===== src/rtl/chs_regs.svh =====
// Purpose: Register offsets, field positions and reset values of the health status block.
// Assumes: Avalon-MM slave with 32-bit data, byte addresses in words of four.
// Notes:   Definitions only.
`ifndef CHS_REGS_SVH
`define CHS_REGS_SVH
`define CHS_ADDR_W          4
`define CHS_OFF_SUMMARY     4'h0
`define CHS_OFF_EVT_STAT    4'h4
`define CHS_OFF_EVT_MASK    4'h8
`define CHS_OFF_CONFIG      4'hC
`define CHS_BIT_IN_PWR      0
`define CHS_BIT_OUT_PWR     1
`define CHS_BIT_STD_ERR     2
`define CHS_BIT_STD_RUN     3
`define CHS_BIT_SAF_ERR     4
`define CHS_BIT_SAF_RUN     5
`define CHS_BIT_RUN_MODE    6
`define CHS_BIT_NORMAL      7
`define CHS_CFG_IN_USED     0
`define CHS_CFG_OUT_USED    1
`define CHS_CFG_DUAL_NET    2
`define CHS_CFG_SLAVE_ON    3
`define CHS_RST_BYTE        8'h00
`define CHS_RST_CFG         8'h03
`define CHS_UNMAPPED        32'h0000_0000
`define CHS_CONN_N          8
`define CHS_SYNC_FILL       3
`endif


===== src/rtl/chs_pkg.sv =====
// Purpose: Types of the health status block.
// Assumes: Constants come from chs_regs.svh.
// Notes:   None.
package chs_pkg;
  typedef logic [7:0]  chs_byte_t;
  typedef logic [31:0] chs_word_t;
  typedef logic [3:0]  chs_addr_t;
  typedef enum logic [1:0] {
    CHS_BUS_IDLE,
    CHS_BUS_ACK
  } chs_bus_state_t;
endpackage


===== src/rtl/chs_health_status.sv =====
// Purpose: Builds the one-byte controller health summary and serves it over Avalon-MM.
// Assumes: Status inputs are asynchronous and pass two flip-flops first.
// Notes:   Summary changes set sticky event bits that can raise the interrupt.
//
// Register access over Avalon-MM and the register addresses were chosen for this implementation.
`timescale 1ns/1ps
`include "chs_regs.svh"

// Function
// - Bit 0 set on input supply fault.
// - Bit 1 set on output supply fault.
// - Bit 2 set on any standard error.
// - Two networks: bit 2 ORs both.
// - Bit 3 set when standard I/O runs.
// - Unestablished link keeps bit 3; errors clear.
// - Two networks: bit 3 ANDs both.
// - Bit 4 set on safety connection error.
// - Master only: bit 5 when masters normal.
// - Master and slave: also no slave error.
// - Bit 6 shows run mode.
// - Bit 7 clear on any listed error.
module chs_health_status (
  input  wire logic                core_clk_in,
  input  wire logic                rstn_in,
  input  wire chs_pkg::chs_addr_t  avs_address_in,
  input  wire logic                avs_read_in,
  input  wire logic                avs_write_in,
  input  wire chs_pkg::chs_word_t  avs_writedata_in,
  input  wire logic [3:0]          avs_byteenable_in,
  output chs_pkg::chs_word_t       avs_readdata_out,
  output logic                     avs_waitrequest_out,
  input  wire logic                input_supply_ok_in,
  input  wire logic                output_supply_ok_in,
  input  wire logic [7:0]          std_a_estab_in,
  input  wire logic [7:0]          std_a_err_in,
  input  wire logic [7:0]          std_b_estab_in,
  input  wire logic [7:0]          std_b_err_in,
  input  wire logic [7:0]          saf_m_estab_in,
  input  wire logic [7:0]          saf_m_err_in,
  input  wire logic [7:0]          saf_s_err_in,
  input  wire logic                run_mode_in,
  input  wire logic [15:0]         error_detail_in,
  output chs_pkg::chs_byte_t       health_byte_out,
  output logic                     irq_out
);
  import chs_pkg::*;

  localparam int SYNC_W = 2 + 7 * `CHS_CONN_N + 1 + 16;

  logic [SYNC_W-1:0] sync1_reg;
  logic [SYNC_W-1:0] sync2_reg;
  chs_byte_t         summary_reg;
  chs_byte_t         summary_next;
  chs_byte_t         evt_stat_reg;
  chs_byte_t         evt_mask_reg;
  chs_byte_t         config_reg;
  chs_word_t         rdata_reg;
  logic              wait_reg;
  logic              irq_reg;
  chs_bus_state_t    bus_state_reg;
  logic [7:0]        s_a_est;
  logic [7:0]        s_a_err;
  logic [7:0]        s_b_est;
  logic [7:0]        s_b_err;
  logic [7:0]        s_m_est;
  logic [7:0]        s_m_err;
  logic [7:0]        s_s_err;
  logic              s_in_ok;
  logic              s_out_ok;
  logic              s_run;
  logic [15:0]       s_detail;
  logic              std_err_a;
  logic              std_err_b;
  logic              std_run_a;
  logic              std_run_b;
  logic              wr_fire;
  logic              rd_fire;
  logic [`CHS_SYNC_FILL-1:0] warm_reg;
  chs_byte_t         evt_set;
  logic              irq_next;

  // Progress on one network: some connection runs and none is in error.
  function automatic logic net_running(input logic [7:0] est, input logic [7:0] err);
    net_running = (|(est & ~err)) && !(|err);
  endfunction

  // Status pins are asynchronous and pass two flip-flops.
  always_ff @(posedge core_clk_in or negedge rstn_in) begin
    if (!rstn_in) begin
      sync1_reg <= '0;
      sync2_reg <= '0;
    end else begin
      sync1_reg <= {input_supply_ok_in, output_supply_ok_in, std_a_estab_in, std_a_err_in,
                    std_b_estab_in, std_b_err_in, saf_m_estab_in, saf_m_err_in,
                    saf_s_err_in, run_mode_in, error_detail_in};
      sync2_reg <= sync1_reg;
    end
  end

  assign {s_in_ok, s_out_ok, s_a_est, s_a_err, s_b_est, s_b_err, s_m_est, s_m_err,
          s_s_err, s_run, s_detail} = sync2_reg;

  assign std_err_a = |s_a_err;
  assign std_err_b = config_reg[`CHS_CFG_DUAL_NET] && (|s_b_err);
  assign std_run_a = net_running(s_a_est, s_a_err);
  assign std_run_b = !config_reg[`CHS_CFG_DUAL_NET] || net_running(s_b_est, s_b_err);

  always_comb begin
    summary_next = `CHS_RST_BYTE;
    summary_next[`CHS_BIT_IN_PWR]   = config_reg[`CHS_CFG_IN_USED] && !s_in_ok;
    summary_next[`CHS_BIT_OUT_PWR]  = config_reg[`CHS_CFG_OUT_USED] && !s_out_ok;
    summary_next[`CHS_BIT_STD_ERR]  = std_err_a || std_err_b;
    summary_next[`CHS_BIT_STD_RUN]  = std_run_a && std_run_b;
    summary_next[`CHS_BIT_SAF_ERR]  = (|s_m_err) ||
                                      (config_reg[`CHS_CFG_SLAVE_ON] && (|s_s_err));
    summary_next[`CHS_BIT_SAF_RUN]  = net_running(s_m_est, s_m_err) &&
                                      !(config_reg[`CHS_CFG_SLAVE_ON] && (|s_s_err));
    summary_next[`CHS_BIT_RUN_MODE] = s_run;
    summary_next[`CHS_BIT_NORMAL]   = !(|s_detail);
  end

  always_ff @(posedge core_clk_in or negedge rstn_in) begin
    if (!rstn_in) begin
      summary_reg <= `CHS_RST_BYTE;
    end else begin
      summary_reg <= summary_next;
    end
  end

  // Events stay quiet until the synchronisers and the summary hold real samples after reset.
  always_ff @(posedge core_clk_in or negedge rstn_in) begin
    if (!rstn_in) begin
      warm_reg <= '0;
    end else begin
      warm_reg <= {warm_reg[`CHS_SYNC_FILL-2:0], 1'b1};
    end
  end

  assign evt_set  = warm_reg[`CHS_SYNC_FILL-1] ? (summary_next ^ summary_reg) : `CHS_RST_BYTE;
  assign irq_next = |(evt_stat_reg & evt_mask_reg);

  assign wr_fire = avs_write_in && (bus_state_reg == CHS_BUS_ACK);
  assign rd_fire = avs_read_in && (bus_state_reg == CHS_BUS_ACK);

  // Every access waits one cycle, then completes with waitrequest low.
  always_ff @(posedge core_clk_in or negedge rstn_in) begin
    if (!rstn_in) begin
      bus_state_reg <= CHS_BUS_IDLE;
      wait_reg      <= 1'b1;
    end else begin
      case (bus_state_reg)
        CHS_BUS_IDLE: begin
          if (avs_read_in || avs_write_in) begin
            bus_state_reg <= CHS_BUS_ACK;
            wait_reg      <= 1'b0;
          end
        end
        CHS_BUS_ACK: begin
          bus_state_reg <= CHS_BUS_IDLE;
          wait_reg      <= 1'b1;
        end
        default: begin
          bus_state_reg <= CHS_BUS_IDLE;
          wait_reg      <= 1'b1;
        end
      endcase
    end
  end

  // Read data is prepared with the acknowledge so it stands at the completing edge.
  always_ff @(posedge core_clk_in or negedge rstn_in) begin
    if (!rstn_in) begin
      rdata_reg <= `CHS_UNMAPPED;
    end else if (bus_state_reg == CHS_BUS_IDLE && avs_read_in) begin
      case (avs_address_in)
        `CHS_OFF_SUMMARY:  rdata_reg <= {24'h000000, summary_reg};
        `CHS_OFF_EVT_STAT: rdata_reg <= {24'h000000, evt_stat_reg};
        `CHS_OFF_EVT_MASK: rdata_reg <= {24'h000000, evt_mask_reg};
        `CHS_OFF_CONFIG:   rdata_reg <= {24'h000000, config_reg};
        default:           rdata_reg <= `CHS_UNMAPPED;
      endcase
    end
  end

  always_ff @(posedge core_clk_in or negedge rstn_in) begin
    if (!rstn_in) begin
      config_reg   <= `CHS_RST_CFG;
      evt_mask_reg <= `CHS_RST_BYTE;
    end else if (wr_fire && avs_byteenable_in[0]) begin
      if (avs_address_in == `CHS_OFF_CONFIG) begin
        config_reg <= {4'h0, avs_writedata_in[3:0]};
      end
      if (avs_address_in == `CHS_OFF_EVT_MASK) begin
        evt_mask_reg <= avs_writedata_in[7:0];
      end
    end
  end

  // A bit of the summary that changes sets its sticky event; the set wins over the clear.
  always_ff @(posedge core_clk_in or negedge rstn_in) begin
    if (!rstn_in) begin
      evt_stat_reg <= `CHS_RST_BYTE;
    end else begin
      if (wr_fire && avs_byteenable_in[0] && avs_address_in == `CHS_OFF_EVT_STAT) begin
        evt_stat_reg <= (evt_stat_reg & ~avs_writedata_in[7:0]) | evt_set;
      end else begin
        evt_stat_reg <= evt_stat_reg | evt_set;
      end
    end
  end

  always_ff @(posedge core_clk_in or negedge rstn_in) begin
    if (!rstn_in) begin
      irq_reg <= 1'b0;
    end else begin
      irq_reg <= irq_next;
    end
  end

  assign health_byte_out     = summary_reg;
  assign avs_readdata_out    = rdata_reg;
  assign avs_waitrequest_out = wait_reg;
  assign irq_out             = irq_reg;

  property p_std_err;
    @(posedge core_clk_in) disable iff (!rstn_in)
      (|s_a_err) |=> summary_reg[`CHS_BIT_STD_ERR];
  endproperty
  a_std_err: assert property (p_std_err) else $error("Standard error bit not set.");

  property p_dual_or;
    @(posedge core_clk_in) disable iff (!rstn_in)
      (config_reg[`CHS_CFG_DUAL_NET] && (|s_b_err) && $stable(config_reg))
        |=> summary_reg[`CHS_BIT_STD_ERR];
  endproperty
  a_dual_or: assert property (p_dual_or) else $error("Second network error ignored.");

  property p_std_run_err;
    @(posedge core_clk_in) disable iff (!rstn_in)
      (|s_a_err) |=> !summary_reg[`CHS_BIT_STD_RUN];
  endproperty
  a_std_run_err: assert property (p_std_run_err) else $error("Run bit set with error.");

  property p_saf_err;
    @(posedge core_clk_in) disable iff (!rstn_in)
      (|s_m_err) |=> (summary_reg[`CHS_BIT_SAF_ERR] && !summary_reg[`CHS_BIT_SAF_RUN]);
  endproperty
  a_saf_err: assert property (p_saf_err) else $error("Safety error not reflected.");

  property p_slave_err;
    @(posedge core_clk_in) disable iff (!rstn_in)
      (config_reg[`CHS_CFG_SLAVE_ON] && (|s_s_err) && $stable(config_reg))
        |=> !summary_reg[`CHS_BIT_SAF_RUN];
  endproperty
  a_slave_err: assert property (p_slave_err) else $error("Slave error kept run bit.");

  property p_run_mode;
    @(posedge core_clk_in) disable iff (!rstn_in)
      s_run |=> summary_reg[`CHS_BIT_RUN_MODE];
  endproperty
  a_run_mode: assert property (p_run_mode) else $error("Run mode late.");

  property p_normal;
    @(posedge core_clk_in) disable iff (!rstn_in)
      (|s_detail) |=> !summary_reg[`CHS_BIT_NORMAL];
  endproperty
  a_normal: assert property (p_normal) else $error("Normal bit with error.");

  property p_in_pwr;
    @(posedge core_clk_in) disable iff (!rstn_in)
      (!config_reg[`CHS_CFG_IN_USED] && $stable(config_reg)) |=> !summary_reg[`CHS_BIT_IN_PWR];
  endproperty
  a_in_pwr: assert property (p_in_pwr) else $error("Unused input supply flagged.");

  property p_out_pwr;
    @(posedge core_clk_in) disable iff (!rstn_in)
      (config_reg[`CHS_CFG_OUT_USED] && !s_out_ok && $stable(config_reg))
        |=> summary_reg[`CHS_BIT_OUT_PWR];
  endproperty
  a_out_pwr: assert property (p_out_pwr) else $error("Output supply fault missed.");

  property p_bus_ack;
    @(posedge core_clk_in) disable iff (!rstn_in)
      ((avs_read_in || avs_write_in) && bus_state_reg == CHS_BUS_IDLE) |=> !avs_waitrequest_out;
  endproperty
  a_bus_ack: assert property (p_bus_ack) else $error("Bus answer not after one cycle.");

  property p_irq_on;
    @(posedge core_clk_in) disable iff (!rstn_in)
      irq_next |=> irq_out;
  endproperty
  a_irq_on: assert property (p_irq_on) else $error("Interrupt not raised.");

  property p_irq_off;
    @(posedge core_clk_in) disable iff (!rstn_in)
      !irq_next |=> !irq_out;
  endproperty
  a_irq_off: assert property (p_irq_off) else $error("Interrupt without unmasked event.");

  property p_evt_set;
    @(posedge core_clk_in) disable iff (!rstn_in)
      (|evt_set) |=> ((evt_stat_reg & $past(evt_set)) == $past(evt_set));
  endproperty
  a_evt_set: assert property (p_evt_set) else $error("Event lost to a clear.");

  c_std_run: cover property (@(posedge core_clk_in) summary_reg[`CHS_BIT_STD_RUN]);
  c_saf_run: cover property (@(posedge core_clk_in) summary_reg[`CHS_BIT_SAF_RUN]);
  c_irq:     cover property (@(posedge core_clk_in) irq_out);
  c_read:    cover property (@(posedge core_clk_in) rd_fire);
  c_dual:    cover property (@(posedge core_clk_in)
                             config_reg[`CHS_CFG_DUAL_NET] && summary_reg[`CHS_BIT_STD_RUN]);
endmodule


===== config.mk =====
export PLATFORM = sky130hd
export DESIGN_NAME = chs_health_status
export DESIGN_NICKNAME = d
export VERILOG_FILES = /design/src/rtl/chs_pkg.sv /design/src/rtl/chs_health_status.sv
export VERILOG_INCLUDE_DIRS = /design/src /design/src/rtl
export SDC_FILE = /design/constraint.sdc
export NUM_CORES = 1
export LEC_CHECK = 0
export BUFFER_PORTS_ARGS = -buffer_cell sky130_fd_sc_hd__buf_2
export CORE_ASPECT_RATIO = 0.7
export CORE_UTILIZATION = 36
export DETAILED_ROUTE_END_ITERATION = 10
export PLACE_DENSITY_LB_ADDON = 0.25
export RECOVER_POWER = 25
export SYNTH_ARGS = -nofsm -noshare
export SYNTH_HDL_FRONTEND = slang
export SYNTH_SLANG_ARGS = --single-unit

===== constraint.sdc =====
create_clock -name core_clk_in -period 1.9 [get_ports core_clk_in]
set_input_delay 0.285 -clock core_clk_in [delete_from_list [all_inputs] [get_ports core_clk_in]]
set_output_delay 0.285 -clock core_clk_in [all_outputs]
set_load 0.01 [all_outputs]

==> results by group <==
CTS
  – Clock transition at path regs: 0.07 ns
  – CTS Sinks: 192
  – Setup Fix Bufs, Post-CTS: 0
  – CTS H-Tree Depth: 4
  – CTS max path bufs: 2
  – Clk_lat worst skew: 0.42 ns
  – CTS tree: built
  – Root Buffer: clkbuf_16
  – Total CTS buffers: 17

Placement
  – Number of port buffers: 109
  – RD Place Congestion: 0.720
  – Placed Cells: 712
  – Hpwl dp: 7590 um
  – Pre-CTS setup slack: -0.00796 ns

STA
  – Hold Vio Cnt, Final: 0
  – RSZ-0062 raised after global routing: false
  – Final setup TNS: 0 ns
  – Layout Skew: 0.00852 ns
  – Crit path time final: 1.75 ns
  – Tcrit/Tclk final: 92.3%
  – Final setup fails: 0
  – Rel. slew slack: 55.9%
  – Final worst slack: 0.145 ns
  – Fmax: 0.570 GHz
  – Worst-Margin Slew: 0.655 ns
  – Final Slew Violations: 0

Route
  – DRC errors left: 0
  – WL final: 11400 um
  – Vias: 3414
  – DR WL/cell: 13.9 um
  – DRT iter0 DRCs: 165
  – Vias per inst: 4.16
  – ANT nets after route: 0
  – DR pass1 iterations: 4

Synthesis
  – Number of synthesized flops with an enable pin: 0
  – Ys flop type: dfrtp_1
  – Synth async-reset ratio: 100%
  – Synth Cell Area: 6040 um^2
  – Synth cell types: 39
  – Sequential fraction of the synthesis area: 79.6%
  – Synth Warn #: 0
  – Syn Inst Count: 372
  – Mean post-synth cell area: 16.2 um^2
  – Seq cells post-synth: 192

Min path
  – Hold path startpoint: avs_writedata_in[1]
  – Hold crit path type: input pin to flip-flop
  – Hold path cells: 2
  – Hold EP: evt_mask_reg[1]$_DFFE_PN0P_

Global routing
  – Largest net degree at the start of global routing: 61
  – Total gr overflow: 0
  – Tot GR Track Use: 14.8%
  – Initial antenna violation count: 0
  – Vias in the first global route: 3637
  – Global-route wire length before repair: 18700 um

Pwr
  – Internal Pwr Total: 6.43 mW
  – Combinational power share: 7.0%
  – Sw Share: 24.4%
  – Final Total Pwr: 8.51 mW
  – Sequential share of power: 52.5%
  – LEAKAGE: 3.90 nW
  – Clock power share: 40.5%
  – Power per cell area: 1030 nW/um^2
  – Net switching power: 2.08 mW
  – Worst vdd ir: 0.000595 V

Worst setup path
  – Origin of the critical flop-to-flop path: sync2_reg[45]$_DFF_PN0_
  – Flop2flop setup slack: 0.15 ns
  – Critical-path cell list: or4_4, o21ai_4, nand3_2, or4_1, nand4_1
  – R2R cell count: 5
  – Critical path's slowest cell: or4_4
  – Critical Path AT: 2.11 ns
  – Crit path largest cell delay: 0.55 ns
  – Worst path required time: 2.26 ns
  – Startpoint types: flip-flop
  – CP endpoint kind: flip-flop
  – Worst-path maximum fanout: 2
  – RR Endpoint: evt_stat_reg[3]$_DFF_PN0_
  – Critical path buffer and inverter count: 0
  – CP Class: flip-flop to flip-flop
  – Crit path max-delay family: simple AND/OR/NAND/NOR gates

Run
  – Max-Cap Viols: 0

Floorplan
  – Initial core utilization: 36.9%
  – # rows: 39
  – Die Y-Extent: 110 um
  – Die width: 157 um
  – Core ar.: 16300 um^2
  – Die area: 17300 um^2
  – # IOs: 161

Finish
  – Final Instance Count excl. Fillers: 820
  – Number of antenna diodes: 0
  – # nets final: 701
  – Layout cells sized above 1: 28.4%
  – Area delta synth->final: 36.5%
  – Final core utilization: 50.4%

Outcome
  – Outcome: complete, no violations
metrics by stage:
stage / instance area, um^2 / hold WS, ns
final: 8240 / 0.110
after global routing: 8240 / 0.0932
after CTS: 8230 / 0.0876
after detailed placement: 6870 / 0.303
after global placement: 6870 / 0.297
after floorplan: 6120 / -0.0106
per-layer routing:
metal / global-route usage (%) / vias to the layer above / wire length, um
met4: 4.90 / 0 / 82
li1: - / 1631 / -
met3: 4.53 / 8 / 545
met5: 0 / - / 0
met1: 19.8 / 1677 / 5480
met2: 23.1 / 98 / 5330
cell usage in the layout, fill, tap and decap left out, types with 8 or more instances in the layout:
master	Yosys	layout
dlygate4sd3_1	0	76
inv_1	22	22
nor4_1	10	10
buf_2	2	108
o22ai_1	9	9
clkbuf_16	0	17
nand2_1	23	23
buf_4	24	9
dfrtp_1	189	189
o21ai_1	12	11
a22o_1	8	8
mux2_1	9	9
conb_1	2	25
cells in the mapped netlist, types with 2 or more instances:
cell      number  area, um^2
or4_1          4        30.0
inv_1         22        82.6
nor2_1         3        11.3
a22oi_1        4        30.0
nand3_1        2        10.0
nand2_1       23        86.3
clkbuf_1       2        7.51
nor2b_1        4        25.0
mux2i_1        4        40.0
o211ai_1       2        15.0
nor4_1        10        62.6
dfstp_2        3        78.8
buf_4         24         180
mux4_2         4        90.1
xnor2_1        5        43.8
o21ai_1       12        60.1
mux2_2         3        33.8
o22ai_1        9        56.3
nand2b_1       4        25.0
buf_2          2        10.0
conb_1         2        7.51
nor3_1         2        10.0
nand4_1        3        18.8
mux2_1         9         101
dfrtp_1      189        4730
a22o_1         8        70.1
worst max path at each step:
| stage | start | end | slack [ns] | cells past startpoint |
|---|---|---|---|---|
| 3_3_place_gp | sync2_reg[45]$_DFF_PN0_ | evt_stat_reg[3]$_DFF_PN0_ | 0.006 | 5 |
| 4_1_cts | sync2_reg[44]$_DFF_PN0_ | evt_stat_reg[3]$_DFF_PN0_ | 0.01 | 5 |
| 3_5_place_dp | sync2_reg[45]$_DFF_PN0_ | evt_stat_reg[3]$_DFF_PN0_ | -0.008 | 5 |
| 5_1_grt | sync2_reg[45]$_DFF_PN0_ | evt_stat_reg[3]$_DFF_PN0_ | 0.07 | 6 |
| 6_report | sync2_reg[45]$_DFF_PN0_ | evt_stat_reg[3]$_DFF_PN0_ | 0.15 | 5 |
| 2_1_floorplan | sync2_reg[45]$_DFF_PN0_ | evt_stat_reg[3]$_DFF_PN0_ | 0.10 | 5 |
worst reg2reg max path, cell delays in order (launching register included):
cell	delay [ns]
dfrtp_1	0.38
or4_4	0.55
o21ai_4	0.17
nand3_2	0.08
or4_1	0.41
nand4_1	0.10
cells by family (layout without fill, tap and decap cells):
logic type                after synthesis  after routing  share of synthesized area [%]
DFF                                   192            192                           79.6
and+or+nand+nor                        64             64                           6.15
buffers and inverters                  50            250                           4.64
AOI/OAI and AO/OA                      38             38                           4.19
muxes                                  20             20                           4.39
xor gates and xnor gates                6              6                          0.870
other                                   2             25                          0.124
repair_timing:
action                                  CTS  global route
hold buffers                             76             0
gates resized for setup                   1             3
endpoints found under the hold margin   127             0
endpoints found under the setup margin    1             1
pin swaps                                 2             2
layout make-up:
cell class / instances / area, um^2
multi-input combinational: 153 / 1050
inverter: 22 / 82.6
clock inverter: 15 / 169
sequential: 192 / 4810
tap: 225 / 282
fill: 1360 / 8100
clock buffer: 17 / 425
timing repair buffer: 196 / 1420
power by group through the flow:
stage | logic (mW) | clock network, mW | registers, mW
floorplan | 0.230 | 0 | 4.52
global placement | 0.472 | 0 | 4.54
detailed placement | 0.487 | 0 | 4.55
CTS | 0.607 | 3.55 | 4.47
global route | 0.678 | 3.74 | 4.50
finish | 0.599 | 3.44 | 4.47
(Power assumes the default switching activity.)
